## src/hw/seqo_map.svh

```systemverilog
// register offsets, field positions, reset values and notes for seqo
//
// Notes on behaviour
// - channels 1-4 decode 3-bit codes: OD/PP low/high, 100 tracking.
// - ch1-6: code 101 selects charge-pump gate drive from rail input.
// - channels 7-12 decode 2-bit codes: OD/PP, active low or high.
// - cfg_a: ch1 bits 2..0, ch2 bits 5..3, ch3 low bits 7..6.
// - cfg_b: ch3 top in bit 0, ch4 3..1, ch5 6..4, ch6 low bit 7.
// - cfg_c: ch6 top bits 1..0, ch7 3..2, ch8 5..4, ch9 7..6.
// - cfg_d: ch10 1..0, ch11 3..2, ch12 5..4, bits 7..6 reserved.
// - 12-channel build drives all; 8-channel build ignores fields 9-12.
// - on the channels a build drives (1-12 or 1-8), each output asserts while its slot request is on, in every mode that does not raise bad_mode.
`ifndef SEQO_MAP_SVH
`define SEQO_MAP_SVH

// register offsets
`define SEQO_OFS_CFG_A 8'h1F
`define SEQO_OFS_CFG_B 8'h20
`define SEQO_OFS_CFG_C 8'h21
`define SEQO_OFS_CFG_D 8'h22

// reset values: every channel open-drain active-low
`define SEQO_RST_CFG_A 8'h00
`define SEQO_RST_CFG_B 8'h00
`define SEQO_RST_CFG_C 8'h00
`define SEQO_RST_CFG_D 8'h00

// writable bits of cfg_d, the top two are reserved
`define SEQO_CFG_D_MASK 8'h3F

// field positions, low bit of each field
`define SEQO_CH1_LSB 0
`define SEQO_CH2_LSB 3
`define SEQO_CH3_LO_LSB 6
`define SEQO_CH3_HI_BIT 0
`define SEQO_CH4_LSB 1
`define SEQO_CH5_LSB 4
`define SEQO_CH6_LO_BIT 7
`define SEQO_CH6_HI_LSB 0
`define SEQO_CH7_LSB 2
`define SEQO_CH8_LSB 4
`define SEQO_CH9_LSB 6
`define SEQO_CH10_LSB 0
`define SEQO_CH11_LSB 2
`define SEQO_CH12_LSB 4

// channel capability limits
`define SEQO_MAX_CH 12
`define SEQO_TRACK_CH 4
`define SEQO_PUMP_CH 6
`define SEQO_WIDE_CH 6

`endif

```

## src/hw/seqo_pkg.sv

```systemverilog
// types shared by the enable-output configuration block
`default_nettype none

package seqo_pkg;

    // drive mode codes as stored in the configuration fields
    typedef enum logic [2:0] {
        SEQO_OD_LOW = 3'h0,
        SEQO_OD_HIGH = 3'h1,
        SEQO_PP_LOW = 3'h2,
        SEQO_PP_HIGH = 3'h3,
        SEQO_TRACK = 3'h4,
        SEQO_PUMP = 3'h5,
        SEQO_RSVD6 = 3'h6,
        SEQO_RSVD7 = 3'h7
    } seqo_mode_t;

    // decoded pin behaviour of one channel
    typedef struct packed {
        logic pin_out;
        logic pin_oe;
        logic pump_on;
        logic track_on;
        logic bad_mode;
    } seqo_drive_t;

endpackage : seqo_pkg

`default_nettype wire
```

## src/hw/seqo_chan_if.sv

```systemverilog
// per-channel carrier between the decoder and the output stage
`default_nettype none

interface seqo_chan_if;
    import seqo_pkg::*;

    seqo_drive_t drive;
    logic pin_out;
    logic pin_oe;
    logic pump_on;
    logic track_on;
    logic bad_mode;

    // decoder side
    modport ctl (
        output drive,
        input pin_out,
        input pin_oe,
        input pump_on,
        input track_on,
        input bad_mode
    );

    // output stage side
    modport stage (
        input drive,
        output pin_out,
        output pin_oe,
        output pump_on,
        output track_on,
        output bad_mode
    );
endinterface : seqo_chan_if

`default_nettype wire

```

## src/hw/seqo_out_stage.sv

```systemverilog
// registered output stage of one enable channel
`default_nettype none

module seqo_out_stage (
    // clock and reset
    input wire logic core_clk,
    input wire logic reset_n,
    // decoded drive
    seqo_chan_if.stage chan
);
    import seqo_pkg::*;

    logic pin_out_r;
    logic pin_oe_r;
    logic pump_on_r;
    logic track_on_r;
    logic bad_mode_r;

    // pins released and every helper off until the first clock after reset
    always_ff @(posedge core_clk or negedge reset_n) begin
        if (!reset_n) begin
            pin_out_r <= 1'h0;
            pin_oe_r <= 1'h0;
            pump_on_r <= 1'h0;
            track_on_r <= 1'h0;
            bad_mode_r <= 1'h0;
        end else begin
            pin_out_r <= chan.drive.pin_out;
            pin_oe_r <= chan.drive.pin_oe;
            pump_on_r <= chan.drive.pump_on;
            track_on_r <= chan.drive.track_on;
            bad_mode_r <= chan.drive.bad_mode;
        end
    end

    // flops feed the pins directly
    assign chan.pin_out = pin_out_r;
    assign chan.pin_oe = pin_oe_r;
    assign chan.pump_on = pump_on_r;
    assign chan.track_on = track_on_r;
    assign chan.bad_mode = bad_mode_r;

endmodule : seqo_out_stage

`default_nettype wire

```

## src/hw/seqo_output_cfg.sv

```systemverilog
// enable-output configuration registers and per-channel drive decode
`include "seqo_map.svh"
`default_nettype none

module seqo_output_cfg #(
    parameter int CHANNELS = 12
) (
    // clock and reset
    input wire logic core_clk,
    input wire logic reset_n,
    // register port
    input wire logic reg_wr,
    input wire logic [7:0] reg_addr,
    input wire logic [7:0] reg_wdata,
    output logic [7:0] reg_rdata,
    // sequencer slot requests
    input wire logic [11:0] slot_on,
    // enable pins, three signals per pin
    input wire logic [11:0] en_out_in,
    output logic [11:0] en_out_o,
    output logic [11:0] en_out_oe,
    // analog helper controls
    output logic [5:0] pump_on,
    output logic [3:0] track_on,
    output logic [3:0] sense_pair_req,
    // configuration health
    output logic [11:0] bad_mode
);
    import seqo_pkg::*;

    // only the two documented builds are served
    generate
        if (CHANNELS != 8 && CHANNELS != 12) begin : g_bad_channels
            $error("seqo_output_cfg: CHANNELS must be 8 or 12");
        end
    endgenerate

    logic [7:0] cfg_a_r;
    logic [7:0] cfg_b_r;
    logic [7:0] cfg_c_r;
    logic [7:0] cfg_d_r;
    logic [7:0] rdata_r;
    logic [7:0] rdata_nxt;
    logic [3:0] sense_req_r;

    // address decode
    wire hit_a = (reg_addr == `SEQO_OFS_CFG_A);
    wire hit_b = (reg_addr == `SEQO_OFS_CFG_B);
    wire hit_c = (reg_addr == `SEQO_OFS_CFG_C);
    wire hit_d = (reg_addr == `SEQO_OFS_CFG_D);

    // configuration register writes
    always_ff @(posedge core_clk or negedge reset_n) begin
        if (!reset_n) begin
            cfg_a_r <= `SEQO_RST_CFG_A;
            cfg_b_r <= `SEQO_RST_CFG_B;
            cfg_c_r <= `SEQO_RST_CFG_C;
            cfg_d_r <= `SEQO_RST_CFG_D;
        end else if (reg_wr) begin
            if (hit_a) begin
                cfg_a_r <= reg_wdata;
            end else if (hit_b) begin
                cfg_b_r <= reg_wdata;
            end else if (hit_c) begin
                cfg_c_r <= reg_wdata;
            end else if (hit_d) begin
                cfg_d_r <= reg_wdata & `SEQO_CFG_D_MASK;
            end
        end
    end

    // read selection, unmapped offsets read zero
    always_comb begin
        if (hit_a) begin
            rdata_nxt = cfg_a_r;
        end else if (hit_b) begin
            rdata_nxt = cfg_b_r;
        end else if (hit_c) begin
            rdata_nxt = cfg_c_r;
        end else if (hit_d) begin
            rdata_nxt = cfg_d_r;
        end else begin
            rdata_nxt = 8'h00;
        end
    end

    // read data registered, one cycle after the address
    always_ff @(posedge core_clk or negedge reset_n) begin
        if (!reset_n) begin
            rdata_r <= 8'h00;
        end else begin
            rdata_r <= rdata_nxt;
        end
    end

    assign reg_rdata = rdata_r;

    // field extraction into one 3-bit code per channel
    logic [2:0] code [`SEQO_MAX_CH];

    assign code[0] = cfg_a_r[`SEQO_CH1_LSB +: 3];
    assign code[1] = cfg_a_r[`SEQO_CH2_LSB +: 3];
    assign code[2] = {cfg_b_r[`SEQO_CH3_HI_BIT],
                      cfg_a_r[`SEQO_CH3_LO_LSB +: 2]};
    assign code[3] = cfg_b_r[`SEQO_CH4_LSB +: 3];
    assign code[4] = cfg_b_r[`SEQO_CH5_LSB +: 3];
    assign code[5] = {cfg_c_r[`SEQO_CH6_HI_LSB +: 2],
                      cfg_b_r[`SEQO_CH6_LO_BIT]};
    // narrow channels carry a zero top bit
    assign code[6] = {1'h0, cfg_c_r[`SEQO_CH7_LSB +: 2]};
    assign code[7] = {1'h0, cfg_c_r[`SEQO_CH8_LSB +: 2]};
    assign code[8] = {1'h0, cfg_c_r[`SEQO_CH9_LSB +: 2]};
    assign code[9] = {1'h0, cfg_d_r[`SEQO_CH10_LSB +: 2]};
    assign code[10] = {1'h0, cfg_d_r[`SEQO_CH11_LSB +: 2]};
    assign code[11] = {1'h0, cfg_d_r[`SEQO_CH12_LSB +: 2]};

    // per-channel decode and output stage
    genvar ch;
    generate
        for (ch = 0; ch < `SEQO_MAX_CH; ch++) begin : g_ch
            localparam bit PRESENT = (ch < CHANNELS);
            localparam bit CAN_TRACK = (ch < `SEQO_TRACK_CH);
            localparam bit CAN_PUMP = (ch < `SEQO_PUMP_CH);

            seqo_chan_if chan_if ();
            seqo_mode_t mode;
            seqo_drive_t drv;
            logic on;

            assign mode = seqo_mode_t'(code[ch]);
            // slot request asserts the output of a present channel in every mode that does not raise bad_mode
            assign on = slot_on[ch];

            // mode to pin behaviour
            always_comb begin
                drv = '0;
                if (!PRESENT) begin
                    drv = '0;
                end else begin
                    case (mode)
                        SEQO_OD_LOW: begin
                            drv.pin_out = 1'h0;
                            drv.pin_oe = on;
                        end
                        SEQO_OD_HIGH: begin
                            drv.pin_out = 1'h0;
                            drv.pin_oe = !on;
                        end
                        SEQO_PP_LOW: begin
                            drv.pin_out = !on;
                            drv.pin_oe = 1'h1;
                        end
                        SEQO_PP_HIGH: begin
                            drv.pin_out = on;
                            drv.pin_oe = 1'h1;
                        end
                        // tracking loop owns the gate, pin logic releases
                        SEQO_TRACK: begin
                            if (CAN_TRACK) begin
                                drv.track_on = on;
                            end else begin
                                drv.bad_mode = 1'h1;
                            end
                        end
                        // pump drives gate high, pin sinks when off
                        SEQO_PUMP: begin
                            if (CAN_PUMP) begin
                                drv.pump_on = on;
                                drv.pin_out = 1'h0;
                                drv.pin_oe = !on;
                            end else begin
                                drv.bad_mode = 1'h1;
                            end
                        end
                        default: begin
                            drv.bad_mode = 1'h1;
                        end
                    endcase
                end
            end

            assign chan_if.drive = drv;

            seqo_out_stage u_stage (
                .core_clk(core_clk),
                .reset_n(reset_n),
                .chan(chan_if.stage)
            );

            assign en_out_o[ch] = chan_if.pin_out;
            assign en_out_oe[ch] = chan_if.pin_oe;
            assign bad_mode[ch] = chan_if.bad_mode;
            if (CAN_PUMP) begin : g_pump
                assign pump_on[ch] = chan_if.pump_on;
            end
            if (CAN_TRACK) begin : g_track
                assign track_on[ch] = chan_if.track_on;
            end
        end
    endgenerate

    // tracking channels ask for their paired return-sense pin
    always_ff @(posedge core_clk or negedge reset_n) begin
        if (!reset_n) begin
            sense_req_r <= 4'h0;
        end else begin
            for (int i = 0; i < `SEQO_TRACK_CH; i++) begin
                sense_req_r[i] <= (code[i] == SEQO_TRACK);
            end
        end
    end

    assign sense_pair_req = sense_req_r;

endmodule : seqo_output_cfg

`default_nettype wire

```

## config.mk

```make
export PLATFORM = sky130hd
export DESIGN_NAME = seqo_output_cfg
export DESIGN_NICKNAME = d
export VERILOG_FILES = /design/src/hw/seqo_pkg.sv /design/src/hw/seqo_chan_if.sv /design/src/hw/seqo_out_stage.sv /design/src/hw/seqo_output_cfg.sv
export VERILOG_INCLUDE_DIRS = /design/src /design/src/hw
export SDC_FILE = /design/constraint.sdc
export NUM_CORES = 1
export LEC_CHECK = 0
export ABC_CLOCK_PERIOD_IN_PS = 900
export BUFFER_PORTS_ARGS = -buffer_cell sky130_fd_sc_hd__buf_2
export CAP_MARGIN = 20
export CORE_ASPECT_RATIO = 0.5
export CORE_MARGIN = 2
export CORE_UTILIZATION = 47
export CTS_CLUSTER_SIZE = 16
export DETAILED_ROUTE_END_ITERATION = 7
export GPL_ROUTABILITY_DRIVEN = 1
export PLACE_DENSITY_LB_ADDON = 0.08
export SETUP_SLACK_MARGIN = 0.02
export SYNTH_ARGS = -nofsm -noshare
export SYNTH_HDL_FRONTEND = slang
export SYNTH_SLANG_ARGS = --single-unit
```

## constraint.sdc

```tcl
create_clock -name core_clk -period 0.9 [get_ports core_clk]
set_input_delay 0.135 -clock core_clk [delete_from_list [all_inputs] [get_ports core_clk]]
set_output_delay 0.135 -clock core_clk [all_outputs]
set_load 0.01 [all_outputs]
```

# Word-level counts from Yosys, hierarchy flattened
# Cells that the tools add are included.
dict set report classes {
  addsub 0
  multipliers 0
  div_mod_pow 0
  order_cmp 0
  eq_ne 50
  shift 0
  muxes 38
  bitwise 3
  reduce_logical 46
}
# operator n
set ops {}
lappend ops {{case mux 2 bit (4 select lines)} 12}
lappend ops {{== test 3 x 2 -> 1 bit (second input constant)} 12}
lappend ops {{zero test 3 bit} 12}
lappend ops {{== test 3 bit (second input constant)} 10}
lappend ops {{== test 2 bit (second input constant)} 12}
lappend ops {{== test 8 x 6 -> 1 bit (second input constant)} 3}
lappend ops {{two-way mux 8 bit} 3}
lappend ops {{OR reduction 4 bit} 6}
lappend ops {{OR reduction 6 bit} 4}
lappend ops {{two-way mux 1 bit} 22}
lappend ops {{== test 3 x 1 -> 1 bit (second input constant)} 6}
lappend ops {{== test 2 x 1 -> 1 bit (second input constant)} 6}
lappend ops {{zero test 1 bit} 12}
lappend ops {{OR reduction 2 bit} 6}
lappend ops {{OR reduction 5 bit} 2}
lappend ops {{== test 8 x 5 -> 1 bit (second input constant)} 1}
lappend ops {{two-way mux 6 bit} 1}
lappend ops {{AND reduction 5 bit} 1}
lappend ops {{AND reduction 4 bit} 1}
lappend ops {{inverter 1 bit} 3}
lappend ops {{AND reduction 3 bit} 1}
lappend ops {{AND reduction 2 bit} 1}
dict set report totals {
  ff_bits 88
  latchBits 0
  ramBits 0
  rom_bits 0
  in_bits 43
  out_inout_bits 58
  word_cells 189
  mem_count 0
}

# Longest topological paths before layout
dict set report logic_depth {
  depth_word 5
  depth_mapped 5
  ltp_nobuf 3
}

# Cells and area by module
# A second synthesis with hierarchy kept.
dict set report hier_totals {
  hier_cells 309
  area_unflattened_um2 4097.7
}
# mod n_inst cells_each area_each_um2 seq_area_each_um2
set by_module_without_submodules {}
lappend by_module_without_submodules {seqo_output_cfg 1 249 2596.2 1051.0}
lappend by_module_without_submodules {seqo_out_stage 12 5 125.1 125.1}

# Least setup slack after synthesis
# No wires, ideal clock.
dict set report synth_timing {
  kind {input -> register}
  from {input reg_addr[7]}
  to {register cfg_a_r[0]}
  setup_time_ns 0.125
  arrival_ns 1.313
  required_time_ns 0.775
  path_slack_ns -0.538
  cell_stages 4
  n_path_buf 1
  cell_sequence {or2_1 or4_1 buf_6 mux2_4}
}
dict set report synth_via {
  elab_chain_len 2
}
# item line
set synth_rtl {}
lappend synth_rtl {{start, declared} seqo_output_cfg.sv:13} ;# input wire logic [7:0] reg_addr,
lappend synth_rtl {{== test 8 x 5 -> 1 bit (no source line)} -}
lappend synth_rtl {{AND reduction 2 bit (no source line)} -}
lappend synth_rtl {{end signal, assigned} seqo_output_cfg.sv:55} ;# cfg_a_r <= `SEQO_RST_CFG_A;
lappend synth_rtl {{end signal, assigned} seqo_output_cfg.sv:61} ;# cfg_a_r <= reg_wdata;
lappend synth_rtl {{end, declared} seqo_output_cfg.sv:38} ;# logic [7:0] cfg_a_r;
# No other way between the ends.
# A chain may end at the register's enable or synchronous reset.

# Worst setup path in the final report
dict set report layout_timing {
  from {input reg_addr[7]}
  to {register cfg_a_r[4]}
}
# Same word-level chain as after synthesis.

==> results.txt <==
The flow ran to the end, but the final reports show violations. The final reports fail on setup timing. Derived from the worst setup path, the maximum achievable clock frequency is 815 MHz. The worst-case clock skew came out at 5.16 ps. Synthesis inferred 88 register bits.

The die is 130 µm wide. In the routed layout, each cell is associated on average with a via count of 4.70. The final layout contains routed wiring with a total length of 7.45 mm. After the flow finishes, the layout carries non-filler instances totaling 498. The number of diodes is 0. TritonCTS built the clock tree. The number of I/O pins is 101.

The capture point of the worst reg-to-reg path is reg_rdata[0]$_DFF_PN0_. The minimum setup slack among reg-to-reg paths came out at -70 ps. The worst reg-to-reg path cell count is 3. The post-layout total power came out at 8.72 mW. The critical path is of the primary input to register type. The root buffer cell chosen for the clock tree is sky130_fd_sc_hd__clkbuf_16. The required time at the worst-slack endpoint came out at 1120 ps.

The effective utilization at floorplan is 0.498. The sequential-to-total area share from yosys stat came out at 0.586. The congestion estimate from routability-driven global placement came to 0.750. The total number of placement rows is 22.

The total DRC errors in the routed layout came out at 0. Synthesis produced a netlist whose cell count is 288. No sink is reached through more buffers than the 2 on the longest clock path. The cell leakage power came out at 2.56 nW. The share of synthesized cell area in full adder, half adder and majority cells is 0. For the worst setup path, the data arrival time is 1450 ps. Setup repair after global routing could not meet its margin everywhere. The type of element capturing the critical path is a register. The number of antenna violations at the first check in global routing is 0. The total count of hold-check failures in the final report was 0. The path class of the tightest hold or removal check is primary input to register. The first detailed-routing pass took 4 iterations.

The post-synthesis cell type count is 33. The worst hold path terminates at g_ch[8].u_stage.chan.pin_oe$_DFF_PN0_. The routed layout has 2,341 vias. The number of instances in the placed design is 475.

The number of buffers created by CTS came out at 9. The number of filler cells placed in the layout came out at 581. The worst IR drop on VDD is 1010 µV. Relative to the synthesized area, the layout overhead comes to 33.1%. At the later pin of the worst-skew pair, clock insertion delay measures 340 ps. The area share of xor/xnor cells in the synthesized design is 0.0280. The setup slack of the critical path after layout is -327 ps. STA classifies the critical path startpoint as a primary input. The synthesized cell area is 0.00376 mm².

The net count of the finished layout is 428. Of the total synthesized cell area, the portion taken by AND, OR, NAND and NOR gates is 0.106. The post-route core utilization is 0.663. The number of levels the H-tree was split into is 3. The number of buffers added on ports is 88. The total routing resource utilization after global routing came out at 0.183. The startpoint identified for the worst register-to-register timing path is cfg_b_r[0]$_DFFE_PN0P_. The die footprint came out at 0.00877 mm². Once detailed placement completed, the half-perimeter wirelength came to 5.34 mm. The count of pins over their slew limit is 0. The fraction of the cycle the final worst path needs is 1.36. The final critical path time including I/O delays and setup came out at 1230 ps.

The global-route wire length before repair came out at 11.8 mm. The power density normalized to cell area came out at 1740 mW/mm². The average routed wire per standard cell is 15.0 µm. The multiplexer fraction of the synthesized cell area came out at 0.119. The total number of clock tree sinks came out at 88. The total overflow left after global routing is 0. The startpoint identified for the worst hold timing path is slot_on[8].

The count of cells along the worst hold path came out at 3. OpenSTA, run right after detailed placement, puts the worst setup slack at -719 ps. Setup violations remaining at the end of the flow were counted as 98. In the final layout, the share of cells above drive strength 1 is 0.551.

The vertical die dimension came out at 67.2 µm. The number of maximum-capacitance violations came out at 0. Entering global routing, the biggest net connects 28 pins.

For this block, the initial DRC count from the detailed router was 84. The core region is 0.00754 mm². In this run the worst path has a maximum fanout of 8. The clock transition at the registers of the reported paths came out at 60 ps. The main combinational cell family by area after synthesis is multiplexers. Each instance of the synthesized netlist takes up on average 13.0 µm². The number of global-route vias before repair came out at 2,367.

The number of nets still failing antenna checks after routing came out at 0. The synthesis warning total came out at 0. The share of the synthesized area in compound gates (AO/OA/AOI/OAI) is 0.0503.
-- what timing repair did --
item / CTS / global route
setup endpoints to repair: 112 / 123
hold buffers: 1 / 0
gates resized for setup: 31 / 40
endpoints found under the hold margin: 88 / 0
setup buffers: 6 / 0
pin swaps: 22 / 8
-- worst max-delay path, cell delays in order --
cell	delay [ps]
sky130_fd_sc_hd__buf_6	90
sky130_fd_sc_hd__or2_1	230
sky130_fd_sc_hd__or4_4	520
sky130_fd_sc_hd__buf_8	170
sky130_fd_sc_hd__mux2_4	290
-- sequential cells by signal, summed over array words and instances (netlist names), 6 cells and up --
name / cells
cfg_a_r: 8
reg_rdata: 8
g_ch.u_stage.chan.pump_on: 6
cfg_b_r: 8
g_ch.u_stage.chan.bad_mode: 12
cfg_c_r: 8
g_ch.u_stage.chan.pin_oe: 12
cfg_d_r: 6
g_ch.u_stage.chan.pin_out: 12
-- cells by family (layout without fill, tap and decap cells) --
group                     Yosys count  count (layout)
other                               1               6
and+or+nand+nor                    63              63
DFF                                88              88
AOI/OAI and AO/OA                  26              26
xor gates and xnor gates           12              12
muxes                              38              38
buffers and inverters              60             157
-- cells in the mapped netlist --
cell type	count	area share
sky130_fd_sc_hd__nor3_1	2	0.0027
sky130_fd_sc_hd__buf_2	3	0.0040
sky130_fd_sc_hd__mux2i_1	8	0.021
sky130_fd_sc_hd__and4b_1	2	0.0053
sky130_fd_sc_hd__buf_1	1	0.0010
sky130_fd_sc_hd__a22o_1	6	0.014
sky130_fd_sc_hd__nand2b_1	12	0.020
sky130_fd_sc_hd__buf_6	1	0.0030
sky130_fd_sc_hd__nand4b_1	2	0.0047
sky130_fd_sc_hd__or2_1	1	0.0017
sky130_fd_sc_hd__nor2b_1	1	0.0017
sky130_fd_sc_hd__inv_1	7	0.0070
sky130_fd_sc_hd__xnor2_1	6	0.014
sky130_fd_sc_hd__o2bb2ai_1	8	0.019
sky130_fd_sc_hd__a21oi_1	6	0.0080
sky130_fd_sc_hd__mux2_4	8	0.032
sky130_fd_sc_hd__conb_1	1	0.0010
sky130_fd_sc_hd__nand4_1	1	0.0017
sky130_fd_sc_hd__or4_1	1	0.0020
sky130_fd_sc_hd__clkbuf_1	2	0.0020
sky130_fd_sc_hd__and4_1	1	0.0023
sky130_fd_sc_hd__nor3b_1	10	0.020
sky130_fd_sc_hd__and2_1	16	0.027
sky130_fd_sc_hd__nor4b_2	1	0.0040
sky130_fd_sc_hd__or3_1	1	0.0017
sky130_fd_sc_hd__xor2_1	6	0.014
sky130_fd_sc_hd__o22ai_1	5	0.0083
sky130_fd_sc_hd__mux2_2	22	0.066
sky130_fd_sc_hd__o21ai_0	1	0.0013
sky130_fd_sc_hd__dfrtp_1	88	0.59
sky130_fd_sc_hd__nand2_1	6	0.0060
sky130_fd_sc_hd__buf_4	46	0.092
sky130_fd_sc_hd__nor2_1	6	0.0060
-- layout by cell type (no fill, tap or decap), drive strengths merged --
| cell type | synthesis | routed |
|---|---|---|
| nor4b | 1 | 1 |
| o21ai | 1 | 1 |
| and4 | 1 | 1 |
| buf | 51 | 133 |
| conb | 1 | 6 |
| nor2b | 1 | 1 |
| a22o | 6 | 6 |
| dfrtp | 88 | 88 |
| or2 | 1 | 1 |
| and4b | 2 | 2 |
| o2bb2ai | 8 | 8 |
| clkinv | 0 | 3 |
| bufinv | 0 | 1 |
| o22ai | 5 | 5 |
| nand4b | 2 | 2 |
| xor2 | 6 | 6 |
| or3 | 1 | 1 |
| a21oi | 6 | 6 |
| xnor2 | 6 | 6 |
| mux2 | 30 | 30 |
| nand2b | 12 | 12 |
| nand2 | 6 | 6 |
| clkbuf | 2 | 12 |
| mux2i | 8 | 8 |
| dlygate4sd3 | 0 | 1 |
| nor2 | 6 | 6 |
| and2 | 16 | 16 |
| nor3b | 10 | 10 |
| nand4 | 1 | 1 |
| nor3 | 2 | 2 |
| or4 | 1 | 1 |
| inv | 7 | 7 |
-- power by group --
| part | switching (mW) | internal [mW] | total [mW] |
|---|---|---|---|
| sequential | 0.114 | 4.13 | 4.24 |
| combinational | 0.434 | 0.500 | 0.934 |
| clock | 1.40 | 2.14 | 3.54 |
-- cell type report --
| class | count | area (µm²) | area share |
|---|---|---|---|
| Timing Repair Buffer | 134 | 966 | 0.193 |
| Inverter | 7 | 26.3 | 0.00526 |
| Clock inverter | 4 | 45.0 | 0.00901 |
| Sequential cell | 88 | 2210 | 0.443 |
| Tap cell | 108 | 135 | 0.0270 |
| Clock buffer | 12 | 236 | 0.0473 |
| Multi-Input combinational cell | 145 | 1380 | 0.275 |
-- metal layers --
metal  GRT usage  wire (µm)
met1       0.225       3330
met2       0.310       3690
met3      0.0602        352
met4      0.0638         75
met5           0          0
-- how the worst max path moves through the flow --
stage | from | to | cells past startpoint
2_1_floorplan | reg_addr[7] | cfg_a_r[0]$_DFFE_PN0P_ | 4
3_5_place_dp | reg_addr[6] | cfg_a_r[5]$_DFFE_PN0P_ | 5
3_3_place_gp | reg_addr[6] | cfg_a_r[0]$_DFFE_PN0P_ | 5
5_1_grt | reg_addr[7] | cfg_a_r[5]$_DFFE_PN0P_ | 5
6_report | reg_addr[7] | cfg_a_r[4]$_DFFE_PN0P_ | 5
4_1_cts | reg_addr[7] | cfg_a_r[4]$_DFFE_PN0P_ | 5
-- metrics by stage --
stage	hold WS, ps	setup TNS (ps)	area [µm²]
after floorplan	-161	-13850	3850
after global placement	29.7	-20540	4350
after detailed placement	36.4	-22000	4350
after CTS	16.7	-12530	4810
after global routing	46.7	-15150	5000
final	40.8	-11820	5000
(Power assumes the default switching activity.)
